**config.mk**
```make
export PLATFORM = sky130hd
export DESIGN_NAME = ifv_irq_ctrl
export DESIGN_NICKNAME = d
export VERILOG_FILES = /design/src/core/ifv_flag_bit.v /design/src/core/ifv_irq_ctrl.v /design/src/core/ifv_pin_sync.v
export VERILOG_INCLUDE_DIRS = /design/src /design/src/core
export SDC_FILE = /design/constraint.sdc
export NUM_CORES = 1
export LEC_CHECK = 0
export ABC_AREA = 1
export BUFFER_PORTS_ARGS = -buffer_cell sky130_fd_sc_hd__buf_2
export CORE_ASPECT_RATIO = 0.9
export CORE_MARGIN = 1.5
export CORE_UTILIZATION = 45
export CTS_CLUSTER_SIZE = 25
export DETAILED_ROUTE_END_ITERATION = 10
export PLACE_DENSITY = 0.71
export SLEW_MARGIN = 20
export SYNTH_ARGS = -nofsm -noshare
export SYNTH_HDL_FRONTEND = slang
export SYNTH_HIERARCHICAL = 1
export SYNTH_SLANG_ARGS = --single-unit
```
**constraint.sdc**
```tcl
create_clock -name clk -period 2.2 [get_ports clk]
set_input_delay 0.11 -clock clk [delete_from_list [all_inputs] [get_ports clk]]
set_output_delay 0.11 -clock clk [all_outputs]
set_load 0.02 [all_outputs]
```
**src/core/ifv_regs.vh**
```
// Purpose: constants for the interrupt flag and vector logic
// Assumes: included once per design file
// Notes: bit positions follow the control and peripheral registers
`ifndef IFV_REGS_VH
`define IFV_REGS_VH
`define IFV_CTRL_RESET 8'h00
`define IFV_PERA_RESET 8'h00
`define IFV_PERB_RESET 8'h00
`define IFV_BIT_PORTB_FLAG 0
`define IFV_BIT_EXT_FLAG 1
`define IFV_BIT_T0_FLAG 2
`define IFV_BIT_PORTB_EN 3
`define IFV_BIT_EXT_EN 4
`define IFV_BIT_T0_EN 5
`define IFV_BIT_PERIPH_EN 6
`define IFV_BIT_GIE 7
`define IFV_VECTOR 13'h0004
`define IFV_LAT_MIN 2'h3
`define IFV_LAT_IDLE 2'h0
`define IFV_LAT_START 2'h1
`define IFV_SYNC_RESET 3'h0
`define IFV_T0_MAX 8'hFF
`define IFV_T0_ZERO 8'h00
`endif

```
**src/core/ifv_flag_bit.v**
```verilog
// Purpose: one sticky flag, set by hardware, cleared by software
// Assumes: set and clear are same-clock pulses
// Notes: set wins over clear so no event is lost
`include "ifv_regs.vh"
module ifv_flag_bit (
   clk,
   reset_n,
   clk_en,
   set_evt,
   sw_we,
   sw_val,
   flag
);
   input wire clk;
   input wire reset_n;
   input wire clk_en;
   input wire set_evt;
   input wire sw_we;
   input wire sw_val;
   output reg flag;
   // Event sets regardless of the interrupt enables, but only while clk_en is high
   always @(posedge clk or negedge reset_n) begin
      if (!reset_n)
         flag <= 1'b0;
      else if (clk_en) begin
         if (set_evt)
            flag <= 1'b1;
         else if (sw_we)
            flag <= sw_val;
      end
   end
endmodule // ifv_flag_bit

```
**src/core/ifv_irq_ctrl.v**
```verilog
// Purpose: interrupt flags, enables and vector request for the core
// Assumes: one clk edge per instruction cycle; core drives accept pulse
// Notes: registers are loose ports; writes carry whole bytes
`include "ifv_regs.vh"
module ifv_irq_ctrl (
   clk,
   reset_n,
   clk_en,
   ext_edge_irq_pin,
   portb_upper_nibble,
   edge_polarity_select,
   timer_zero,
   timer_one_ovf,
   timer_two_match,
   capcmp_unit_a_evt,
   capcmp_unit_b_evt,
   rx_evt,
   tx_evt,
   ssp_evt,
   psp_evt,
   ctrl_we,
   ctrl_wdata,
   pera_we,
   pera_wdata,
   perb_we,
   perb_wdata,
   piea_we,
   piea_wdata,
   pieb_we,
   pieb_wdata,
   return_from_isr_instr,
   irq_accept,
   sleeping,
   irq_control_reg,
   periph_flag_reg_a,
   periph_flag_reg_b,
   periph_enable_reg_a,
   periph_enable_reg_b,
   vector_req,
   vector_addr,
   push_return,
   wake_req
);
   input wire clk;
   input wire reset_n;
   input wire clk_en;
   input wire ext_edge_irq_pin;
   input wire [3:0] portb_upper_nibble;
   input wire edge_polarity_select;
   input wire [7:0] timer_zero;
   input wire timer_one_ovf;
   input wire timer_two_match;
   input wire capcmp_unit_a_evt;
   input wire capcmp_unit_b_evt;
   input wire rx_evt;
   input wire tx_evt;
   input wire ssp_evt;
   input wire psp_evt;
   input wire ctrl_we;
   input wire [7:0] ctrl_wdata;
   input wire pera_we;
   input wire [7:0] pera_wdata;
   input wire perb_we;
   input wire [7:0] perb_wdata;
   input wire piea_we;
   input wire [7:0] piea_wdata;
   input wire pieb_we;
   input wire [7:0] pieb_wdata;
   input wire return_from_isr_instr;
   input wire irq_accept;
   input wire sleeping;
   output reg [7:0] irq_control_reg;
   output reg [7:0] periph_flag_reg_a;
   output reg [7:0] periph_flag_reg_b;
   output reg [7:0] periph_enable_reg_a;
   output reg [7:0] periph_enable_reg_b;
   output reg vector_req;
   output reg [12:0] vector_addr;
   output reg push_return;
   output reg wake_req;

   wire ext_lvl;
   wire [3:0] nib_lvl;
   reg ext_prev;
   reg [3:0] nib_prev;
   reg [7:0] t0_prev;
   reg global_irq_enable;
   reg [2:0] ctrl_en;
   reg [1:0] lat_cnt;
   reg lat_run;
   reg wake_pend;
   reg periph_en;
   wire [2:0] core_flag;
   wire [7:0] pera_flag;
   wire [7:0] perb_flag;
   wire ext_edge;
   wire nib_change;
   wire t0_roll;
   wire any_pend;
   wire any_wake;
   wire [2:0] core_set;
   wire [15:0] per_set;
   wire [15:0] per_wval;
   wire [15:0] per_we;
   wire [15:0] per_flag;

   // Pin inputs pass the three-stage filter
   // Costs four edges of latency, traded for glitch immunity
   ifv_pin_sync u_ext_sync (
      .clk(clk),
      .reset_n(reset_n),
      .clk_en(clk_en),
      .pin(ext_edge_irq_pin),
      .level(ext_lvl)
   );
   genvar gi;
   generate
      for (gi = 0; gi < 4; gi = gi + 1) begin : g_nib
         ifv_pin_sync u_nib_sync (
            .clk(clk),
            .reset_n(reset_n),
            .clk_en(clk_en),
            .pin(portb_upper_nibble[gi]),
            .level(nib_lvl[gi])
         );
      end
   endgenerate

   // Edge and change detection on filtered levels; rollover detection on raw timer_zero
   // Reset levels match the idle-low pins, so no false edge
   assign ext_edge = edge_polarity_select ? (ext_lvl & ~ext_prev)
                                          : (~ext_lvl & ext_prev);
   assign nib_change = |(nib_lvl ^ nib_prev);
   assign t0_roll = (t0_prev == `IFV_T0_MAX) &&
                    (timer_zero == `IFV_T0_ZERO);
   always @(posedge clk or negedge reset_n) begin
      if (!reset_n) begin
         ext_prev <= 1'b0;
         nib_prev <= 4'h0;
         t0_prev <= 8'h00;
      end else if (clk_en) begin
         ext_prev <= ext_lvl;
         nib_prev <= nib_lvl;
         t0_prev <= timer_zero;
      end
   end

   // Core flags live in the control register
   assign core_set = {t0_roll, ext_edge, nib_change};
   // Peripheral set vector, eight sources in total
   // Unused positions are tied zero, so only a software write can set them
   assign per_set = {psp_evt, 1'b0, rx_evt, tx_evt, ssp_evt,
                     capcmp_unit_a_evt, timer_two_match, timer_one_ovf,
                     7'h00, capcmp_unit_b_evt};
   assign per_we = {{8{pera_we}}, {8{perb_we}}};
   assign per_wval = {pera_wdata, perb_wdata};
   generate
      for (gi = 0; gi < 3; gi = gi + 1) begin : g_core
         ifv_flag_bit u_flag (
            .clk(clk),
            .reset_n(reset_n),
            .clk_en(clk_en),
            .set_evt(core_set[gi]),
            .sw_we(ctrl_we),
            .sw_val(ctrl_wdata[gi]),
            .flag(core_flag[gi])
         );
      end
      for (gi = 0; gi < 16; gi = gi + 1) begin : g_per
         ifv_flag_bit u_flag (
            .clk(clk),
            .reset_n(reset_n),
            .clk_en(clk_en),
            .set_evt(per_set[gi]),
            .sw_we(per_we[gi]),
            .sw_val(per_wval[gi]),
            .flag(per_flag[gi])
         );
      end
   endgenerate
   assign pera_flag = per_flag[15:8];
   assign perb_flag = per_flag[7:0];

   // Pending: unmasked core or peripheral flag
   // Live enable flop, not the image, so the gate has no lag
   assign any_pend =
      (core_flag[0] & ctrl_en[0]) |
      (core_flag[1] & ctrl_en[1]) |
      (core_flag[2] & ctrl_en[2]) |
      (periph_en &
       |((pera_flag & periph_enable_reg_a) |
         (perb_flag & periph_enable_reg_b)));
   assign any_wake = any_pend;

   // Global enable and individual enables
   // Accept beats return beats write; a clear racing an accept
   // is undone by the later return, so software re-tests it
   always @(posedge clk or negedge reset_n) begin
      if (!reset_n) begin
         global_irq_enable <= 1'b0;
         ctrl_en <= 3'h0;
         periph_enable_reg_a <= `IFV_PERA_RESET;
         periph_enable_reg_b <= `IFV_PERB_RESET;
      end else if (clk_en) begin
         if (irq_accept)
            global_irq_enable <= 1'b0;
         else if (return_from_isr_instr)
            global_irq_enable <= 1'b1;
         else if (ctrl_we)
            global_irq_enable <= ctrl_wdata[`IFV_BIT_GIE];
         if (ctrl_we)
            ctrl_en <= {ctrl_wdata[`IFV_BIT_T0_EN],
                        ctrl_wdata[`IFV_BIT_EXT_EN],
                        ctrl_wdata[`IFV_BIT_PORTB_EN]};
         if (piea_we)
            periph_enable_reg_a <= piea_wdata;
         if (pieb_we)
            periph_enable_reg_b <= pieb_wdata;
      end
   end

   // Periph enable bit kept in the control register image
   // Written with the control byte, read back in bit 6
   always @(posedge clk or negedge reset_n) begin
      if (!reset_n)
         periph_en <= 1'b0;
      else if (clk_en && ctrl_we)
         periph_en <= ctrl_wdata[`IFV_BIT_PERIPH_EN];
   end

   // Latency: request follows a set flag by two edges and the
   // core adds one, giving three cycles from the flag
   // Limitation: the pin filter adds four edges ahead of this
   always @(posedge clk or negedge reset_n) begin
      if (!reset_n) begin
         lat_run <= 1'b0;
         lat_cnt <= `IFV_LAT_IDLE;
      end else if (clk_en) begin
         if (!(any_pend && global_irq_enable) || irq_accept) begin
            lat_run <= 1'b0;
            lat_cnt <= `IFV_LAT_IDLE;
         end else if (!lat_run) begin
            lat_run <= 1'b1;
            lat_cnt <= `IFV_LAT_START;
         end else if (lat_cnt != `IFV_LAT_MIN)
            lat_cnt <= lat_cnt + 2'h1;
      end
   end

   // Wake from sleep: one more instruction runs first
   // Pending stays high for the first cycle after sleep ends
   always @(posedge clk or negedge reset_n) begin
      if (!reset_n)
         wake_pend <= 1'b0;
      else if (clk_en) begin
         if (sleeping && any_wake)
            wake_pend <= 1'b1;
         else if (!sleeping)
            wake_pend <= 1'b0;
      end
   end

   // Registered outputs toward the core
   // Images lag the flops by one edge; software sees that delay
   always @(posedge clk or negedge reset_n) begin
      if (!reset_n) begin
         irq_control_reg <= `IFV_CTRL_RESET;
         periph_flag_reg_a <= `IFV_PERA_RESET;
         periph_flag_reg_b <= `IFV_PERB_RESET;
         vector_req <= 1'b0;
         vector_addr <= `IFV_VECTOR;
         push_return <= 1'b0;
         wake_req <= 1'b0;
      end else if (clk_en) begin
         irq_control_reg <= {global_irq_enable, periph_en, ctrl_en, core_flag};
         periph_flag_reg_a <= pera_flag;
         periph_flag_reg_b <= perb_flag;
         // Held off while asleep and for the instruction after wake
         vector_req <= global_irq_enable & any_pend & ~irq_accept & ~sleeping &
                       ~wake_pend & lat_run &
                       (lat_cnt >= `IFV_LAT_START);
         vector_addr <= `IFV_VECTOR;
         push_return <= irq_accept;
         wake_req <= sleeping & any_wake;
      end
   end
endmodule // ifv_irq_ctrl

```
**src/core/ifv_pin_sync.v**
```verilog
// Purpose: three-stage synchroniser with agreement filter for pins
// Assumes: pin is asynchronous to clk
// Notes: stage one feeds only stage two
`include "ifv_regs.vh"
module ifv_pin_sync (
   clk,
   reset_n,
   clk_en,
   pin,
   level
);
   input wire clk;
   input wire reset_n;
   input wire clk_en;
   input wire pin;
   output reg level;
   reg [2:0] stage;
   // Level moves only when stages two and three agree
   always @(posedge clk or negedge reset_n) begin
      if (!reset_n) begin
         stage <= `IFV_SYNC_RESET;
         level <= 1'b0;
      end else if (clk_en) begin
         stage <= {stage[1:0], pin};
         if (stage[1] == stage[2])
            level <= stage[2];
      end
   end
endmodule // ifv_pin_sync

```
==> results of run 1 <==
## layout by cell type, fill, tap and decap left out, drive strengths merged
cell type / netlist / final
dfrtp: 104 / 104
xnor2: 4 / 4
nor3: 1 / 1
buf: 18 / 123
nor4: 3 / 3
inv: 21 / 21
clkinv: 5 / 8
clkinvlp: 0 / 2
nand3: 41 / 41
o21ai: 16 / 16
clkbuf: 4 / 10
mux2: 20 / 20
nor2: 18 / 18
a22o: 1 / 1
nand2: 254 / 254
a21oi: 8 / 8
bufinv: 0 / 1
conb: 2 / 21
nand4: 5 / 5
dlygate4sd3: 0 / 32
ha: 2 / 2
## cell type report
type	count	area [sq um]
fill	878	3860
sequential	104	2600
multi-input combinational	394	1800
timing repair buffer	155	973
clock buffer	10	229
tap	126	158
inverter	26	97.6
clock inverter	6	60.1
## kinds of logic after synthesis
kind of cell / Yosys count / share of synthesized area [%]
other: 2 / 0.164
flip-flops: 104 / 57.0
multiplexers: 20 / 4.93
AND/OR/NAND/NOR: 322 / 28.5
AO/OA/AOI/OAI: 25 / 2.98
buffers and inverters: 48 / 5.20
adder cells (fa/ha/maj): 2 / 0.548
XOR/XNOR: 4 / 0.767
## what timing repair did
item	in CTS	in global routing
hold buffers	32	0
hold endpoints to repair	68	0
buffers inserted	0	0
## power by group through the flow
| stage | Clock, W | Combinational [W] | Sequential, W |
|---|---|---|---|
| after detailed placement | 0 | 0.000942 | 0.00239 |
| after CTS | 0.00159 | 0.000989 | 0.00236 |
| final | 0.00157 | 0.000976 | 0.00236 |
| after global placement | 0 | 0.000920 | 0.00238 |
| after floorplan | 0 | 0.000450 | 0.00250 |
| after global routing | 0.00168 | 0.00110 | 0.00240 |
## metrics by stage
stage	total power (W)	instance area (sq um)	utilization [%]
final	0.00490	5920	60.5
after CTS	0.00494	5920	60.5
after detailed placement	0.00333	5310	54.3
after global routing	0.00517	5920	60.5
after global placement	0.00330	5310	54.3
after floorplan	0.00295	4640	-
## critical path: cells and delay by family (launching register included)
kind	cells	cell delay, ns
DFF	1	0.40
AOI/OAI and AO/OA	1	0.12
and+or+nand+nor	9	0.79
## per-layer routing
metal,share of wire (%),vias to the layer above,track usage [%]
met5,0,-,0
met4,0.89,0,4.90
met3,7.2,8,6.22
met2,48,126,35.8
met1,44,1836,27.4
li1,-,1960,-
## worst paths after layout
check | cells after the start | from | to | slack [ns]
worst max-delay path | 10 | g_per[12].u_flag/flag$_DFFE_PN0P_ | lat_cnt[0]$_DFFE_PN0P_ | 0.79
worst min-delay path | 3 | perb_wdata[4] | g_per[4].u_flag/flag$_DFFE_PN0P_ | 0.01
worst max register to register | 10 | g_per[12].u_flag/flag$_DFFE_PN0P_ | lat_cnt[0]$_DFFE_PN0P_ | 0.79
worst min register to register | 2 | irq_control_reg[1]$_DFFE_PN0P_ | irq_control_reg[1]$_DFFE_PN0P_ | 0.47
max in group asynchronous | 3 | reset_n | irq_control_reg[5]$_DFFE_PN0P_ | 1.21
min in group asynchronous | 2 | reset_n | periph_flag_reg_b[1]$_DFFE_PN0P_ | 0.29
## cells in the mapped netlist
master,number,area (sq um)
nor4_1,3,18.8
nand4_1,4,25.0
buf_2,4,20.0
a21oi_1,7,35.0
inv_2,1,3.75
clkbuf_1,4,15.0
buf_4,14,105
nor3_1,1,5.00
o21ai_1,1,5.00
dfrtp_1,104,2600
o21ai_0,14,70.1
nand4_2,1,12.5
nor2_1,18,67.6
nand2_2,5,31.3
xnor2_1,4,35.0
nand2_1,249,935
a22o_1,1,8.76
nand3_1,41,205
ha_1,2,25.0
a21oi_2,1,8.76
o21ai_2,1,8.76
mux2_2,7,78.8
clkinv_1,5,18.8
inv_1,20,75.1
conb_1,2,7.51
mux2_1,13,146
==> reports/results.ini, run 1 <==
[status]
run_status=complete, no violations

[route]
antenna_left=0
drt_first_pass_iters=5
drc=0
vias_per_cell=4.79
totalWireLength_um=10800
num_vias=3930
drt-wirelength-per-cell_um=13.2
drtIter0Drc=186

[critical_path]
worstPathCellList=nand2_1 -> nand2_1 -> nor2_1 -> nand2_1 -> o21ai_2 -> nand2_2 -> nand4_2 -> nand2_2 -> nand2_1 -> nand2_1
arrival_ns=1.65
cp_max_fo=5
start_kind=flop
cp-end-kind=flop
slowest_delay_ns=0.40
cp.required_ns=2.44
crit_top_cell=nand2_1
slowest_stage=dfrtp_1
path_class=flop to flop

[final_layout]
largest_registers=g_per.u_flag/flag: 16 flops, g_nib.u_nib_sync/stage: 12 flops
diodes=0
fin_cells=821
syn_to_final_growth_pct=29.6
final_nets=765
largest_register_ffs=16
drive_gt1_share_pct=22.2
top_register=g_per.u_flag/flag

[sta]
grt_setup_unrepaired=no
final.setup.tns_ns=0
hold_violations=0
drv_slew=0
finalCriticalPeriod_ns=1.41
hold_ws_ns=0.0107
slew_headroom_pct=63.7
max_freq_ghz=0.707
final.setup.worst_slack_ns=0.786
finalSetupViolCount=0
min_period_over_period_pct=64.3
worst_pin_slew_ns=0.543
clock_skew_ns=0.00626

[floorplan]
die_area_sq_um=10800
io-pin-count=129
die_h_um=98.6
rows=34
fp.coreArea_sq_um=9780
chipWidth_um=109
start_util_pct=46.7

[power_and_ir_drop]
p_sw_w=0.00147
p_per_area_nw_per_um2=828
p_seq_share_pct=48.1
internal_power_w=0.00344
irDropWorstVdd_mv=0.518
switching_share_pct=29.9
power_frac_comb_pct=19.9
pwr-share-clk_pct=31.9
power_leakage_nw=3.15

[placement]
io_buffers=115
dpl.cell_count=773
dpl.hpwl_um=7670
gp_congestion=0.772
pre_cts_ws_ns=0.783

[synth]
synthCells=527
ys_types=26
ys_warn_count=6
ys_ff_latch=104
syn_area_sq_um=4570
syn_avg_cell_area_sq_um=8.67
ys_seq_area_share_pct=57.0

[global_route]
first_global_vias=3900
track_usage_pct=21.3
grt_pass1_wl_um=17800
grt_max_degree=44
overflow=0
grt_antenna_before_repair=0

[clock_network]
cts_buffer_depth=2
htree_num_levels=3
cts_inserted_buffers=9
cts-root-buf=clkbuf_16
insertion_delay_ns=0.34
cts_resized=0
clk_pin_slew_ns=0.07
cts_tree=yes
clock-sinks=104

[run]
maxCapViolations=0

[worst_hold_path]
hold_path.class=input port to flop

Power figures use the tool's default switching activity.
==> run 2, diff against run 1 <==
PLACE_DENSITY = 0.73   (was 0.71)
clock period = 1.25 ns   (was 2.2 ns; I/O delays follow)
==> run 2 against run 1 <==
The run now ends with hold timing, setup timing left. Fmax is 2.0% lower. Power is 87% higher. First-iteration DRC count is 23% higher. Count of clock-buffer cells in the layout is 1 lower. Clock skew is 0.0024 ns higher. Largest power group unchanged.
==> reports/results.ini, run 2 (synthesized netlist as in run 1, its figures left out) <==
[status]
run_status=complete, but fails checks  ; was complete, no violations
violations=hold timing, setup timing

[critical_path]
start_kind=flop  ; unchanged
slowest_delay_ns=0.41  ; was 0.40 ns
cp-end-kind=flop  ; unchanged
arrival_ns=1.67  ; was 1.65 ns
cp_max_fo=5  ; unchanged
crit_top_cell=nand2_1  ; unchanged
slowest_stage=dfrtp_2  ; was dfrtp_1
path_class=flop to flop  ; unchanged
rr_worst_depth=10  ; unchanged
worstPathCellList=nand2_2 -> nand2_1 -> nor2_1 -> nand2_1 -> o21ai_2 -> nand2_2 -> nand4_4 -> nand2_2 -> nand2_1 -> nand2_1  ; was nand2_1 -> nand2_1 -> nor2_1 -> nand2_1 -> o21ai_2 -> nand2_2 -> nand4_2 -> nand2_2 -> nand2_1 -> nand2_1
cp.required_ns=1.48  ; was 2.44 ns

[final_layout]
largest_register_ffs=16  ; unchanged
final_common_cell=nand2_1  ; unchanged
final_cell_mix=nand2_1, buf_2, dfrtp_1  ; unchanged
drive_gt1_share_pct=28.1  ; was 22.2%
diodes=0  ; unchanged
final_nets=835  ; was 765
largest_registers=g_per.u_flag/flag: 16 flops, g_nib.u_nib_sync/stage: 12 flops  ; unchanged
final_util_pct=67.5  ; was 60.5%
top_register=g_per.u_flag/flag  ; unchanged
fin_cells=891  ; was 821
syn_to_final_growth_pct=44.5  ; was 29.6%
fin_area_sq_um=6600  ; was 5920 sq um

[sta]
hold_violations=1  ; was 0
grt_setup_unrepaired=yes  ; was no
final.setup.worst_slack_ns=-0.193  ; was 0.786 ns
max_freq_ghz=0.693  ; was 0.707 GHz
finalCriticalPeriod_ns=1.44  ; was 1.41 ns
drv_slew=0  ; unchanged
min_period_over_period_pct=115  ; was 64.3%
hold_ws_ns=-0.00315  ; was 0.0107 ns
clock_skew_ns=0.00869  ; was 0.00626 ns
finalSetupViolCount=6  ; was 0

[worst_hold_path]
holdPathStages=3  ; unchanged
hold_path.class=input port to flop  ; unchanged

[placement]
dpl.hpwl_um=8150  ; was 7670 um
dpl.cell_count=809  ; was 773
gp_congestion=0.828  ; was 0.772
post_dp_cell_area_sq_um=5600  ; was 5310 sq um
io_buffers=115  ; unchanged

[floorplan]
die_h_um=98.6  ; unchanged
die_area_sq_um=10800  ; unchanged
io-pin-count=129  ; unchanged
start_util_pct=46.7  ; unchanged
fp.coreArea_sq_um=9780  ; unchanged
chipWidth_um=109  ; unchanged
rows=34  ; unchanged

[clock_network]
clock-sinks=104  ; unchanged
htree_num_levels=3  ; unchanged
cts_buffer_depth=2  ; unchanged
cts_tree=yes  ; unchanged
insertion_delay_ns=0.34  ; about the same
clk_pin_slew_ns=0.07  ; about the same
cts_inserted_buffers=9  ; unchanged
cts-root-buf=clkbuf_16  ; unchanged

[global_route]
track_usage_pct=22.9  ; was 21.3%
grt_pass1_wl_um=19200  ; was 17800 um
overflow=0  ; unchanged
first_global_vias=4148  ; was 3900
grt_antenna_before_repair=0  ; unchanged
grt_max_degree=42  ; was 44

[power_and_ir_drop]
power_leakage_nw=3.47  ; was 3.15 nW
irDropWorstVdd_mv=0.888  ; was 0.518 mV
p_total_w=0.00915  ; was 0.00490 W
p_per_area_nw_per_um2=1390  ; was 828 nW/um^2

[route]
drtIter0Drc=228  ; was 186
drc=0  ; unchanged
totalWireLength_um=11900  ; was 10800 um
drt-wirelength-per-cell_um=13.3  ; was 13.2 um
drt_first_pass_iters=4  ; was 5
vias_per_cell=4.79  ; about the same
num_vias=4269  ; was 3930
antenna_left=0  ; unchanged

[run]
maxCapViolations=0  ; unchanged

## run 2: changes by cell type in the layout (fill, tap and decap cells not counted), sizes merged
cell         previous run  this run
buf                   123       166
clkbuf                 10         9
clkinvlp                2         1
dlygate4sd3            32        59
inv                    21        23
## run 2: worst paths after layout
kind                                               startpoint                                 end  slack [ns]
max                        periph_enable_reg_b[2]$_DFFE_PN0P_              lat_cnt[0]$_DFFE_PN0P_       -0.19
min                                             pera_wdata[0]    g_per[8].u_flag/flag$_DFFE_PN0P_      -0.003
max reg2reg                periph_enable_reg_b[2]$_DFFE_PN0P_              lat_cnt[0]$_DFFE_PN0P_       -0.19
min reg2reg                  periph_flag_reg_b[2]$_DFFE_PN0P_    periph_flag_reg_b[2]$_DFFE_PN0P_        0.47
max in group asynchronous                             reset_n  periph_enable_reg_a[0]$_DFFE_PN0P_        0.61
min in group asynchronous                             reset_n                ext_prev$_DFFE_PN0P_        0.14
## run 2: worst max-delay path, delay by kind of cell, from the launching register on
family,cells,cell delay (ns)
AND/OR/NAND/NOR,9,0.75
AO/OA/AOI/OAI,1,0.18
flip-flops,1,0.41
## run 2: metal layers
layer	GRT usage (%)	share of wire (%)	vias to the layer above
li1	-	-	2104
met1	28.0	42	1998
met2	41.6	51	154
met3	4.89	6.0	13
met4	4.40	0.85	0
met5	0	0	-
## run 2: layout make-up
type | instances | area [sq um]
inverter | 26 | 97.6
clock buffer | 9 | 225
fill | 789 | 3180
sequential | 104 | 2610
tap | 126 | 158
timing repair buffer | 225 | 1590
clock inverter | 7 | 80.1
multi-input combinational | 394 | 1840
## run 2: where the power goes
group	switching [W]	internal [W]
clock network	0.00128	0.00158
registers	0.000312	0.00383
logic	0.00117	0.000977
## run 2: metrics by stage
step / hold slack (ns) / setup TNS [ns] / worst slack, ns
2_1_floorplan: -0.233 / -0.0421 / -0.0214
3_3_place_gp: -0.0446 / -0.185 / -0.0825
3_5_place_dp: -0.0432 / -0.494 / -0.169
4_1_cts: 0.00937 / -0.733 / -0.158
5_1_grt: 0.00619 / -1.61 / -0.298
6_report: -0.00315 / -1.02 / -0.193
## run 2: what timing repair did
| item | in CTS | in global routing |
|---|---|---|
| endpoints found under the setup margin | 6 | 7 |
| pin swaps | 8 | 9 |
| setup buffers | 3 | 4 |
| gates resized for setup | 4 | 11 |
| hold endpoints to repair | 156 | 0 |
| hold buffers | 60 | 0 |
